`config.mk`:
```
export PLATFORM = sky130hd
export DESIGN_NAME = i2ca_top
export DESIGN_NICKNAME = d
export VERILOG_FILES = /design/src/common/i2ca_pkg.sv /design/src/core/i2ca_top.sv /design/src/core/i2ca_bus_sense.sv /design/src/core/i2ca_addr_match.sv
export SDC_FILE = /design/constraint.sdc
export NUM_CORES = 1
export LEC_CHECK = 0
export BUFFER_PORTS_ARGS = -buffer_cell sky130_fd_sc_hd__buf_2
export CORE_ASPECT_RATIO = 0.9
export CORE_MARGIN = 2
export CORE_UTILIZATION = 57
export CTS_BUF_LIST = sky130_fd_sc_hd__clkbuf_8
export DETAILED_ROUTE_END_ITERATION = 10
export PLACE_DENSITY = 0.79
export REMOVE_ABC_BUFFERS = 1
export SYNTH_ARGS = -nofsm -noshare
export SYNTH_HDL_FRONTEND = slang
export SYNTH_SLANG_ARGS = --single-unit
```
`constraint.sdc`:
```
create_clock -name SYS_CLK_I -period 2.8 [get_ports SYS_CLK_I]
set_input_delay 0.42 -clock SYS_CLK_I [delete_from_list [all_inputs] [get_ports SYS_CLK_I]]
set_output_delay 0.42 -clock SYS_CLK_I [all_outputs]
set_load 0.02 [all_outputs]
```
`src/common/i2ca_pkg.sv`:
```
// constants, layouts and types of the i2c slave address control block
// assumes a 250 MHz bus clock and word-aligned Avalon-MM register access
// Functional notes
// - general call address matches only while general_call_enable is set; code also matches address 0 as the 7-bit primary when primary is 0
// - address_width_select: 0 gives 7-bit, 1 gives 10-bit slave addressing
// - three upper address bits live here, compared only in 10-bit mode
// - range_match_enable: match above primary address, up to range limit inclusive; code applies it in 7-bit mode only
// - range_match_enable clear: no match arises from range comparison
// - independent_slave_rate_control picks own slave rate or follows the master
// - own slave rate forces SCL stretching; master must honour stretched SCL
// - pad_drive_strength_select drives a pad output: 0 normal, 1 high drive
// - any address match raises the pending interrupt flag
`default_nettype none
package i2ca_pkg;

  // clock and stretch timing
  localparam int unsigned CLK_PERIOD_PS = 4000;
  localparam int unsigned SLAVE_LOW_NS  = 1300;
  localparam int unsigned SLAVE_LOW_CYC =
    (SLAVE_LOW_NS * 1000 + CLK_PERIOD_PS - 1) / CLK_PERIOD_PS;

  // register indices; byte address is four times the index
  localparam logic [3:0] IDX_CTRL    = 4'h5;
  localparam logic [3:0] IDX_RANGE   = 4'h7;
  localparam logic [3:0] IDX_PRIMARY = 4'h8;
  localparam logic [3:0] IDX_STATUS  = 4'h9;
  localparam logic [3:0] IDX_MASK    = 4'ha;

  // reset values
  localparam logic [7:0] CTRL_RST    = 8'h00;
  localparam logic [7:0] RANGE_RST   = 8'h00;
  localparam logic [7:0] PRIMARY_RST = 8'h00;
  localparam logic [2:0] STATUS_RST  = 3'h0;
  localparam logic [2:0] MASK_RST    = 3'h0;

  // interrupt status / mask bit positions
  localparam int unsigned IRQ_MATCH = 0;
  localparam int unsigned IRQ_GC    = 1;
  localparam int unsigned IRQ_RANGE = 2;

  // address codes on the wire
  localparam logic [6:0] GC_ADDR    = 7'h00;
  localparam logic [4:0] TENBIT_HDR = 5'h1e;

  // control register layout, bit 7 down to bit 0
  typedef struct packed {
    logic       gc_en;
    logic       ten_bit;
    logic       high_drive;
    logic       rate_indep;
    logic       range_en;
    logic [2:0] addr_hi;
  } i2ca_ctrl_t;

  typedef struct packed {
    logic scl;
    logic sda;
    logic scl_rise;
    logic scl_fall;
    logic start;
    logic stop;
  } i2ca_bus_t;

  typedef struct packed {
    logic hdr_ok;
    logic hit7;
    logic hit10;
    logic gc_hit;
    logic range_hit;
  } i2ca_match_t;

  typedef enum logic [2:0] {
    ST_IDLE,
    ST_ADDR1,
    ST_ACK1,
    ST_ADDR2,
    ST_ACK2,
    ST_HOLD,
    ST_SKIP
  } i2ca_state_t;

endpackage
`default_nettype wire

```
`src/core/i2ca_top.sv`:
```
// i2c slave address control: registers, address recognition, stretching
// assumes an Avalon-MM master on the bus clock and open-drain SCL/SDA pads
`timescale 1ns/100ps
`default_nettype none
module i2ca_top #(
  parameter int unsigned STRETCH_CYC = i2ca_pkg::SLAVE_LOW_CYC
) (
  input  wire logic        SYS_CLK_I,
  input  wire logic        ARST_N_I,
  input  wire logic [5:0]  AVS_ADDRESS_I,
  input  wire logic        AVS_READ_I,
  input  wire logic        AVS_WRITE_I,
  input  wire logic [3:0]  AVS_BYTEENABLE_I,
  input  wire logic [31:0] AVS_WRITEDATA_I,
  output logic      [31:0] AVS_READDATA_O,
  output logic             AVS_WAITREQUEST_O,
  input  wire logic        SCL_I,
  output logic             SCL_O,
  output logic             SCL_OE_O,
  input  wire logic        SDA_I,
  output logic             SDA_O,
  output logic             SDA_OE_O,
  output logic             PAD_HIGH_DRIVE_O,
  output logic             IRQ_O
);
  localparam int unsigned CW = $clog2(STRETCH_CYC + 1);

  logic [1:0] rst_sync;
  logic       rst_n;

  always_ff @(posedge SYS_CLK_I or negedge ARST_N_I) begin
    if (!ARST_N_I) begin
      rst_sync <= 2'h0;
    end else begin
      rst_sync <= {rst_sync[0], 1'b1};
    end
  end
  assign rst_n = rst_sync[1];

  // register bus state
  i2ca_pkg::i2ca_ctrl_t ctrl;
  i2ca_pkg::i2ca_ctrl_t next_ctrl;
  logic [7:0]  range_lim;
  logic [7:0]  next_range_lim;
  logic [7:0]  primary;
  logic [7:0]  next_primary;
  logic [2:0]  status;
  logic [2:0]  next_status;
  logic [2:0]  mask;
  logic [2:0]  next_mask;
  logic        ack;
  logic        next_ack;
  logic [31:0] rdata;
  logic [31:0] next_rdata;
  logic        irq;
  logic        next_irq;

  // link state
  i2ca_pkg::i2ca_state_t state;
  i2ca_pkg::i2ca_state_t next_state;
  logic [7:0]  shift;
  logic [7:0]  next_shift;
  logic [7:0]  first;
  logic [7:0]  next_first;
  logic [3:0]  bitcnt;
  logic [3:0]  next_bitcnt;
  logic [CW-1:0] hold;
  logic [CW-1:0] next_hold;
  logic [2:0]  ev;

  i2ca_pkg::i2ca_bus_t   bus;
  i2ca_pkg::i2ca_match_t m;

  i2ca_bus_sense u_sense (
    .clk_i   (SYS_CLK_I),
    .rst_n_i (rst_n),
    .scl_i   (SCL_I),
    .sda_i   (SDA_I),
    .bus_o   (bus)
  );

  i2ca_addr_match u_match (
    .ctrl_i    (ctrl),
    .primary_i (primary),
    .range_i   (range_lim),
    .first_i   ((state == i2ca_pkg::ST_ADDR1) ? shift : first),
    .second_i  (shift),
    .match_o   (m)
  );

  // ---------------- register bus ----------------
  logic       req;
  logic       wr_en;
  logic [3:0] idx;

  // zero-extends a register into a bus word
  function automatic logic [31:0] word_of(input logic [7:0] v);
    word_of = {24'h000000, v};
  endfunction

  always_comb begin
    req         = AVS_READ_I | AVS_WRITE_I;
    idx         = AVS_ADDRESS_I[5:2];
    wr_en       = AVS_WRITE_I & ack & AVS_BYTEENABLE_I[0];
    next_ack    = req & ~ack;
    next_ctrl      = ctrl;
    next_range_lim = range_lim;
    next_primary   = primary;
    next_mask      = mask;
    next_status    = status;
    next_rdata     = rdata;
    // interrupt line lands one cycle after the status bit
    next_irq       = |(status & mask);
    if (wr_en) begin
      unique case (idx)
        i2ca_pkg::IDX_CTRL:    next_ctrl      = AVS_WRITEDATA_I[7:0];
        i2ca_pkg::IDX_RANGE:   next_range_lim = AVS_WRITEDATA_I[7:0];
        i2ca_pkg::IDX_PRIMARY: next_primary   = AVS_WRITEDATA_I[7:0];
        i2ca_pkg::IDX_MASK:    next_mask      = AVS_WRITEDATA_I[2:0];
        i2ca_pkg::IDX_STATUS:  next_status    = status & ~AVS_WRITEDATA_I[2:0];
        default:               next_status    = status;
      endcase
    end
    // set wins over clear
    next_status = next_status | ev;
    if (AVS_READ_I & ~ack) begin
      unique case (idx)
        i2ca_pkg::IDX_CTRL:    next_rdata = word_of(ctrl);
        i2ca_pkg::IDX_RANGE:   next_rdata = word_of(range_lim);
        i2ca_pkg::IDX_PRIMARY: next_rdata = word_of(primary);
        i2ca_pkg::IDX_STATUS:  next_rdata = word_of({5'h00, status});
        i2ca_pkg::IDX_MASK:    next_rdata = word_of({5'h00, mask});
        default:               next_rdata = 32'h00000000;
      endcase
    end
  end

  always_ff @(posedge SYS_CLK_I or negedge rst_n) begin
    if (!rst_n) begin
      ctrl      <= i2ca_pkg::CTRL_RST;
      range_lim <= i2ca_pkg::RANGE_RST;
      primary   <= i2ca_pkg::PRIMARY_RST;
      status    <= i2ca_pkg::STATUS_RST;
      mask      <= i2ca_pkg::MASK_RST;
      ack       <= 1'b0;
      rdata     <= 32'h00000000;
      irq       <= 1'b0;
    end else begin
      ctrl      <= next_ctrl;
      range_lim <= next_range_lim;
      primary   <= next_primary;
      status    <= next_status;
      mask      <= next_mask;
      ack       <= next_ack;
      rdata     <= next_rdata;
      irq       <= next_irq;
    end
  end

  assign AVS_WAITREQUEST_O = req & ~ack;
  assign AVS_READDATA_O    = rdata;
  assign IRQ_O             = irq;
  assign PAD_HIGH_DRIVE_O  = ctrl.high_drive;

  // ---------------- address recognition ----------------
  logic byte_done;

  always_comb begin
    byte_done   = bus.scl_fall & (bitcnt == 4'h8);
    next_state  = state;
    next_shift  = shift;
    next_first  = first;
    next_bitcnt = bitcnt;
    ev          = 3'h0;
    if (bus.scl_rise & (bitcnt != 4'h8)) begin
      next_shift  = {shift[6:0], bus.sda};
      next_bitcnt = bitcnt + 4'h1;
    end
    unique case (state)
      i2ca_pkg::ST_IDLE: begin
        next_bitcnt = 4'h0;
      end
      i2ca_pkg::ST_ADDR1: begin
        if (byte_done) begin
          next_first  = shift;
          next_bitcnt = 4'h0;
          if (m.hit7 | m.hdr_ok) begin
            next_state = i2ca_pkg::ST_ACK1;
          end else begin
            next_state = i2ca_pkg::ST_SKIP;
          end
          if (m.hit7) begin
            ev[i2ca_pkg::IRQ_MATCH] = 1'b1;
            ev[i2ca_pkg::IRQ_GC]    = m.gc_hit;
            ev[i2ca_pkg::IRQ_RANGE] = m.range_hit;
          end
        end
      end
      i2ca_pkg::ST_ACK1: begin
        next_bitcnt = 4'h0;
        if (bus.scl_fall) begin
          // 10-bit header matched: second byte still to come
          if (ctrl.ten_bit & m.hdr_ok & ~first[0]) begin
            next_state = i2ca_pkg::ST_ADDR2;
          end else begin
            next_state = i2ca_pkg::ST_HOLD;
          end
        end
      end
      i2ca_pkg::ST_ADDR2: begin
        if (byte_done) begin
          next_bitcnt = 4'h0;
          if (m.hit10) begin
            next_state = i2ca_pkg::ST_ACK2;
            ev[i2ca_pkg::IRQ_MATCH] = 1'b1;
          end else begin
            next_state = i2ca_pkg::ST_SKIP;
          end
        end
      end
      i2ca_pkg::ST_ACK2: begin
        next_bitcnt = 4'h0;
        if (bus.scl_fall) begin
          next_state = i2ca_pkg::ST_HOLD;
        end
      end
      i2ca_pkg::ST_HOLD,
      i2ca_pkg::ST_SKIP: begin
        next_bitcnt = 4'h0;
      end
    endcase
    // repeated start restarts recognition, stop ends it
    if (bus.start) begin
      next_state  = i2ca_pkg::ST_ADDR1;
      next_bitcnt = 4'h0;
    end else if (bus.stop) begin
      next_state  = i2ca_pkg::ST_IDLE;
    end
  end

  always_ff @(posedge SYS_CLK_I or negedge rst_n) begin
    if (!rst_n) begin
      state  <= i2ca_pkg::ST_IDLE;
      shift  <= 8'h00;
      first  <= 8'h00;
      bitcnt <= 4'h0;
    end else begin
      state  <= next_state;
      shift  <= next_shift;
      first  <= next_first;
      bitcnt <= next_bitcnt;
    end
  end

  // ---------------- scl stretching ----------------
  logic engaged;

  always_comb begin
    engaged   = (state != i2ca_pkg::ST_IDLE) & (state != i2ca_pkg::ST_SKIP);
    next_hold = hold;
    // own rate: hold scl low for our minimum low time
    if (bus.scl_fall & engaged & ctrl.rate_indep) begin
      next_hold = CW'(STRETCH_CYC);
    end else if (hold != '0) begin
      next_hold = hold - CW'(1);
    end
  end

  always_ff @(posedge SYS_CLK_I or negedge rst_n) begin
    if (!rst_n) begin
      hold <= '0;
    end else begin
      hold <= next_hold;
    end
  end

  // open drain: output value is always low, enable pulls the line
  assign SCL_O    = 1'b0;
  assign SCL_OE_O = (hold != '0);
  assign SDA_O    = 1'b0;
  assign SDA_OE_O = (state == i2ca_pkg::ST_ACK1) | (state == i2ca_pkg::ST_ACK2);
endmodule
`default_nettype wire

```
`src/core/i2ca_bus_sense.sv`:
```
// synchronises SCL/SDA and reports edges, start and stop
// assumes pins are asynchronous to the clock
`timescale 1ns/100ps
`default_nettype none
module i2ca_bus_sense (
  input  wire logic              clk_i,
  input  wire logic              rst_n_i,
  input  wire logic              scl_i,
  input  wire logic              sda_i,
  output i2ca_pkg::i2ca_bus_t    bus_o
);
  logic [1:0] scl_sync;
  logic [1:0] sda_sync;
  logic       scl_d;
  logic       sda_d;

  always_ff @(posedge clk_i or negedge rst_n_i) begin
    if (!rst_n_i) begin
      scl_sync <= 2'h3;
      sda_sync <= 2'h3;
      scl_d    <= 1'b1;
      sda_d    <= 1'b1;
    end else begin
      scl_sync <= {scl_sync[0], scl_i};
      sda_sync <= {sda_sync[0], sda_i};
      scl_d    <= scl_sync[1];
      sda_d    <= sda_sync[1];
    end
  end

  always_comb begin
    bus_o.scl      = scl_sync[1];
    bus_o.sda      = sda_sync[1];
    bus_o.scl_rise = scl_sync[1] & ~scl_d;
    bus_o.scl_fall = ~scl_sync[1] & scl_d;
    // sda moving while scl high
    bus_o.start    = scl_sync[1] & scl_d & sda_d & ~sda_sync[1];
    bus_o.stop     = scl_sync[1] & scl_d & ~sda_d & sda_sync[1];
  end
endmodule
`default_nettype wire

```
`src/core/i2ca_addr_match.sv`:
```
// compares received address bytes against the programmed addresses
// assumes first byte holds address in bits 7:1 and r/w in bit 0
`timescale 1ns/100ps
`default_nettype none
module i2ca_addr_match (
  input  wire i2ca_pkg::i2ca_ctrl_t ctrl_i,
  input  wire logic [7:0]           primary_i,
  input  wire logic [7:0]           range_i,
  input  wire logic [7:0]           first_i,
  input  wire logic [7:0]           second_i,
  output i2ca_pkg::i2ca_match_t     match_o
);
  function automatic logic above(input logic [6:0] a, input logic [6:0] b);
    above = (a > b);
  endfunction

  logic [6:0] addr7;
  logic       exact7;

  always_comb begin
    addr7  = first_i[7:1];
    exact7 = ~ctrl_i.ten_bit & (addr7 == primary_i[7:1]);
    match_o.gc_hit = ctrl_i.gc_en & (addr7 == i2ca_pkg::GC_ADDR);
    match_o.range_hit = ~ctrl_i.ten_bit & ctrl_i.range_en
                      & above(addr7, primary_i[7:1])
                      & ~above(addr7, range_i[7:1]);
    match_o.hdr_ok = ctrl_i.ten_bit
                   & (first_i[7:3] == i2ca_pkg::TENBIT_HDR)
                   & ({1'b0, first_i[2:1]} == ctrl_i.addr_hi);
    match_o.hit7  = exact7 | match_o.gc_hit | match_o.range_hit;
    match_o.hit10 = match_o.hdr_ok & (second_i == primary_i);
  end
endmodule
`default_nettype wire

```
After elaboration in Yosys (flattened, before gate mapping)
Index checks and enable logic that the tools add are counted.

Add/sub/neg operators: 2. $mul: 0. Divide/modulo/power cells: 0. $lt $le $gt $ge: 2. Equal/unequal tests: 23. Shift-type cells: 0. Mux-type cells: 26. Bitwise gates (word level): 43. Reduce and logical (&&, ||, !) cells: 15.

Operators by type and width (count): one-hot mux 8 bit (5 select lines) (1); 2-to-1 mux 3 bit (12); AND 1 bit (26); != test 4 bit (second input constant) (5); 2-to-1 mux 9 bit (2); equality test 4 bit (second input constant) (4); > comparator 7 bit (2); 2-to-1 mux 4 bit (3); one-hot mux 3 bit (4 select lines) (1); AND reduction 2 bit (5); equality test 3 bit (second input constant) (3); nonzero test 9 bit (1); subtractor 9 x 1 -> 9 bit (second input constant) (1); equality test 4 x 3 -> 1 bit (second input constant) (2); equality test 8 bit (1); 2-to-1 mux 8 bit (1); NOT 1 bit (8); one-hot mux 4 bit (2 select lines) (1); equality test 7 bit (1); zero test 7 bit (1); AND 3 bit (2); equality test 3 x 2 -> 1 bit (second input constant) (2); nonzero test 6 bit (1); equality test 5 bit (second input constant) (1); other kinds (18) (24).

Flip-flop bits (word level): 104. Latch bits: 0. Bits in writable memories: 0. Bits in read-only memories: 0. Input port bits: 48. Output and inout bits: 39. Word-level logic and storage cells: 134. Memories kept: 0.

Longest topological paths before layout
Word-level depth: 12. Mapped depth: 12. Gate-level depth less buffers: 10.

By module
Synthesis repeated with hierarchy kept, for this count alone.

Cells, all modules: 391. Area total of the unflattened synthesis: 4425.5 µm².

Modules (own cells, without submodules): i2ca_top (instances 1, cells an instance 309, area an instance 3688.5 µm², seq. area each 1851.8 µm²); i2ca_addr_match (instances 1, cells an instance 70, area an instance 531.8 µm², seq. area each 0.0 µm²); i2ca_bus_sense (instances 1, cells an instance 12, area an instance 205.2 µm², seq. area each 157.7 µm²).

Least setup slack after synthesis
No wires, ideal clock.

Kind: flip-flop to flip-flop. Start: reg state[1]. End: reg state[2]. Setup time: 0.124 ns. Arrival time: 2.523 ns. Data required time: 2.676 ns. Path slack: 0.153 ns. Cell stages (with the launch flop): 11. Path buffers: 2. Clock period less this slack: 2.647 ns. Cell sequence: dfrtp_1 -> buf_6 -> or3b_1 -> buf_6 -> mux2_4 -> ha_1 -> a21oi_1 -> maj3_2 -> o21ai_0 -> nand4_1 -> a211o_1.

Cells in the longest elaborated chain, start to end: 12. Elaborated cells between the ends (all ways): 36. Classes of those cells: order compare (2); eq/ne (11); mux (8); bitwise (12); reduce/logical (3).

RTL lines: from (decl) (line i2ca_top.sv:59) `i2ca_pkg::i2ca_state_t state;`; from (signal assigned) (line i2ca_top.sv:243) `state <= i2ca_pkg::ST_IDLE;`; from (signal assigned) (line i2ca_top.sv:248) `state <= next_state;`; equality test 3 x 1 -> 1 bit (line i2ca_top.sv:86, i2ca_top.sv:179); 2-to-1 mux 8 bit (line i2ca_top.sv:86) `.first_i ((state == i2ca_pkg::ST_ADDR1) ? shift : first),`; > comparator 7 bit, or another cell as far along (line i2ca_addr_match.sv:14) `above = (a > b);`; AND 1 bit, or another cell as far along (line i2ca_addr_match.sv:25) `& above(addr7, primary_i[7:1])`; AND 1 bit, or another cell as far along (line i2ca_addr_match.sv:26) `& ~above(addr7, range_i[7:1]);`; bitwise OR 1 bit / AND 1 bit (equally long branches) (line i2ca_addr_match.sv:30, i2ca_top.sv:203); bitwise OR 1 bit / AND 1 bit (equally long branches) (line i2ca_top.sv:187, i2ca_top.sv:203); 2-to-1 mux 3 bit, on equally long branches (line i2ca_top.sv:187, i2ca_top.sv:203); 2-to-1 mux 3 bit, on equally long branches (line i2ca_top.sv:184, i2ca_top.sv:201); one-hot mux 3 bit (4 select lines) (line i2ca_top.sv:179) `unique case (state)`; 2-to-1 mux 3 bit (line i2ca_top.sv:236) `end else if (bus.stop) begin`; 2-to-1 mux 3 bit (line i2ca_top.sv:233) `if (bus.start) begin`.

Several ways; a longest one is shown, not always the timed one. The select of a mux whose other input is x is not followed. A chain may end at the register's enable or synchronous reset.

Final worst setup path
Same ends and word-level chain as after synthesis.

==> flow_metrics.tcl <==
set metrics [dict create \
    period_share_pct 95.3 \
    regArea_um2 2010 \
    yosysMostFrequentCell "dfrtp_1" \
    fp.dieW_um 96.4 \
    clk_path_buf_depth 2 \
    first_pass_iters 4 \
    grt_busiest_layer "met2" \
    powerDensity_nw_per_um2 776 \
    boundaryPins 87 \
    hold_viol 0 \
    die-height_um 87.2 \
    clkLatencyLatePin_ns 0.37 \
    synth_commonest_cells "dfrtp_1, mux2_2, nand2_1" \
    cts_buffers 9 \
    drive_gt1_share_pct 25.2 \
    ant_nets 0 \
    syn_inst 414 \
    grt_pass1_wl_um 14500 \
    multi_input_area_um2 2150 \
    p_leak_nw 2.33 \
    syn_area_um2 4380 \
    whs_ns 0.148 \
    postSynthAreaPerCell_um2 10.6 \
    wire_per_inst_um 15.3 \
    synth_edf_count 0 \
    setup_violations 0 \
    ir_drop_mv 0.411 \
    dpl.hpwl_um 6180 \
    ys_ff_latch 80 \
    wirelength_um 8530 \
    worst-path-buf-inv 0 \
    arrival_ns 2.92 \
    fillers 611 \
    layout_min_cycle_time_ns 2.67 \
    max_clock_freq_mhz 375 \
    cts.sinks 80 \
    grt_max_degree 79 \
    cts_max_level 3 \
    worst_pin_slew_ns 0.959 \
    async_reset_ff_share_pct 100 \
    critPathLaunchType "register" \
    drv_cap 0 \
    fin_tns_setup_ns 0 \
    maxSlewHeadroom_pct 36.1 \
    antenna_cells 0 \
    hold_class "input port to register" \
    synth_ff_type "dfrtp_1" \
    synth.top_cell.area_share_pct 42.3 \
    path_max_fanout 8 \
    maxSlewViolCount 0 \
    routed_via_density 5.60 \
    globalplace.congestion 0.825 \
    final_util_pct 64.5 \
    cpMaxStageDelayCell "or3b_4" \
    synth_cell_types 54 \
    coreArea_um2 7510 \
    use_met1_pct 29.4 \
    grt_setup_unrepaired "no" \
    use_met3_pct 4.59 \
    cp_top_family "compound AO/OA/AOI/OAI gates" \
    route.detailed.drc 0 \
    io_buffers 31 \
    crit_chain "or3b_4, nand2_1, nand2_1, ha_1, a21o_1, a21o_1, a21o_1, o32ai_2, nand4_1, a211o_1" \
    worst_ep_required_time_ns 3.05 \
    drt_iter0_drc 154 \
    grt_pass1_vias 3093 \
    detailroute.via_count 3120 \
    synthTopCellsByArea "dfrtp_1, mux2_2, buf_4" \
    grt_usage_pct 22.4 \
    cts-root-buf "clkbuf_8" \
    end_kind "register" \
    post-cts-setup-buffers 0 \
    clk_pin_slew_worst_paths_ns 0.09 \
    cts_tree "done" \
    yosysWarnings 0 \
    start_util_pct 58.3 \
    yosysTopAreaCell "dfrtp_1" \
    fin_nets 519 \
    antenna_found_initial 0 \
    rows 30 \
    crit_top_cell "a21o_1" \
    met2_usage_pct 36.8 \
    grt.overflow.total 0 \
    critical_path_class "register to register" \
    area_growth_pct 10.5 \
    seq_area_frac_synth_pct 45.9 \
    critPathMaxStageDelay_ns 0.46 \
    die_area_um2 8400 \
    finalPower_w 0.00376 \
    status "complete, no violations" \
    fin_worst_skew_ns 0.0214 \
]
## flip-flops by register name (all words and copies together) (netlist names)
name and flops:
hold 9, AVS_READDATA_O 8, first 8, primary 8
range_lim 8, shift 8, ctrl 7, bitcnt 4
mask 3, state 3, status 3, rst_sync 2
u_sense.scl_sync 2, u_sense.sda_sync 2, IRQ_O 1, PAD_HIGH_DRIVE_O 1
ack 1, u_sense.scl_d 1, u_sense.sda_d 1
## where the power goes
| group | internal, W | leakage (nW) | total [W] | switching (W) |
|---|---|---|---|---|
| Sequential | 0.00137 | 1.00 | 0.00162 | 0.000257 |
| Clock | 0.000521 | 0.114 | 0.000992 | 0.000471 |
| Combinational | 0.000545 | 1.21 | 0.00114 | 0.000598 |
## cells by family (layout without fill, tap and decap cells)
group	count (synthesis)	after routing	synth area share, %
buffers and inverters	58	80	7.54
XOR/XNOR	21	21	4.37
AND/OR/NAND/NOR	121	121	14.2
flip-flops	80	80	45.9
AO/OA/AOI/OAI	61	61	9.51
other	2	27	0.171
multiplexers	55	55	13.8
adder cells (fa/ha/maj)	16	16	4.54
## metal layers
| layer | routed length [µm] | part of all wire [%] |
|---|---|---|
| met5 | 0 | 0 |
| met4 | 207 | 2.4 |
| met3 | 414 | 4.9 |
| met2 | 4090 | 48 |
| met1 | 3820 | 45 |
## what timing repair did
| item | CTS | global route |
|---|---|---|
| setup endpoints to repair | 1 | 1 |
| resized for setup | 1 | 4 |
| hold buffers | 1 | 0 |
| hold endpoints to repair | 2 | 0 |
| pin swaps | 0 | 1 |
## per-stage QoR
stage / setup WS, ns / cell area [µm²] / std cells
after floorplan: 0.175 / 4230 / 403
after global placement: 0.0575 / 4590 / 540
after detailed placement: 0.00742 / 4590 / 540
after CTS: 0.0807 / 4830 / 557
after global routing: 0.00722 / 4840 / 557
final: 0.133 / 4840 / 557
## path summary, 6_finish.rpt
path	from	to	slack (ns)	cells after the start
hold reg to reg	u_sense.sda_sync[0]	u_sense.sda_sync[1]	0.36	0
setup / recovery	state[1]	state[2]	0.13	10
setup reg to reg	state[1]	state[2]	0.13	10
max in group asynchronous	rst_sync[1]	range_lim[3]	1.71	0
min in group asynchronous	ARST_N_I	rst_sync[0]	0.35	2
hold / removal	SCL_I	u_sense.scl_sync[0]	0.15	1
## final cells by class
type | instances | area share, %
Sequential cell | 80 | 41.6
Timing Repair Buffer | 42 | 4.96
Inverter | 22 | 1.71
Multi-Input combinational cell | 301 | 44.5
Tap cell | 96 | 2.48
Clock inverter | 7 | 2.22
Clock buffer | 9 | 2.56
## worst reg2reg max path, cell delays in order (launching register included)
cell and delay [ns]:
dfrtp_1 0.40, or3b_4 0.46, nand2_1 0.09, nand2_1 0.09
ha_1 0.31, a21o_1 0.16, a21o_1 0.17, a21o_1 0.18
o32ai_2 0.23, nand4_1 0.18, a211o_1 0.30
## placed cells by master, fill, tap and decap left out, types with 7 or more instances in the layout
| cell | Yosys | routed |
|---|---|---|
| o21ai_0 | 15 | 13 |
| nor2_1 | 24 | 24 |
| nand3_1 | 7 | 7 |
| a21o_1 | 7 | 7 |
| nand2_1 | 35 | 35 |
| a21oi_1 | 16 | 16 |
| nor4_1 | 8 | 7 |
| buf_4 | 26 | 10 |
| xnor2_1 | 8 | 8 |
| clkbuf_8 | 0 | 9 |
| buf_2 | 0 | 31 |
| ha_1 | 15 | 15 |
| nor3_1 | 11 | 11 |
| conb_1 | 2 | 27 |
| dfrtp_1 | 74 | 73 |
| mux2i_1 | 15 | 14 |
| mux2_2 | 39 | 39 |
| xor2_1 | 12 | 12 |
| inv_1 | 22 | 22 |
Power figures use the tool's default switching activity.
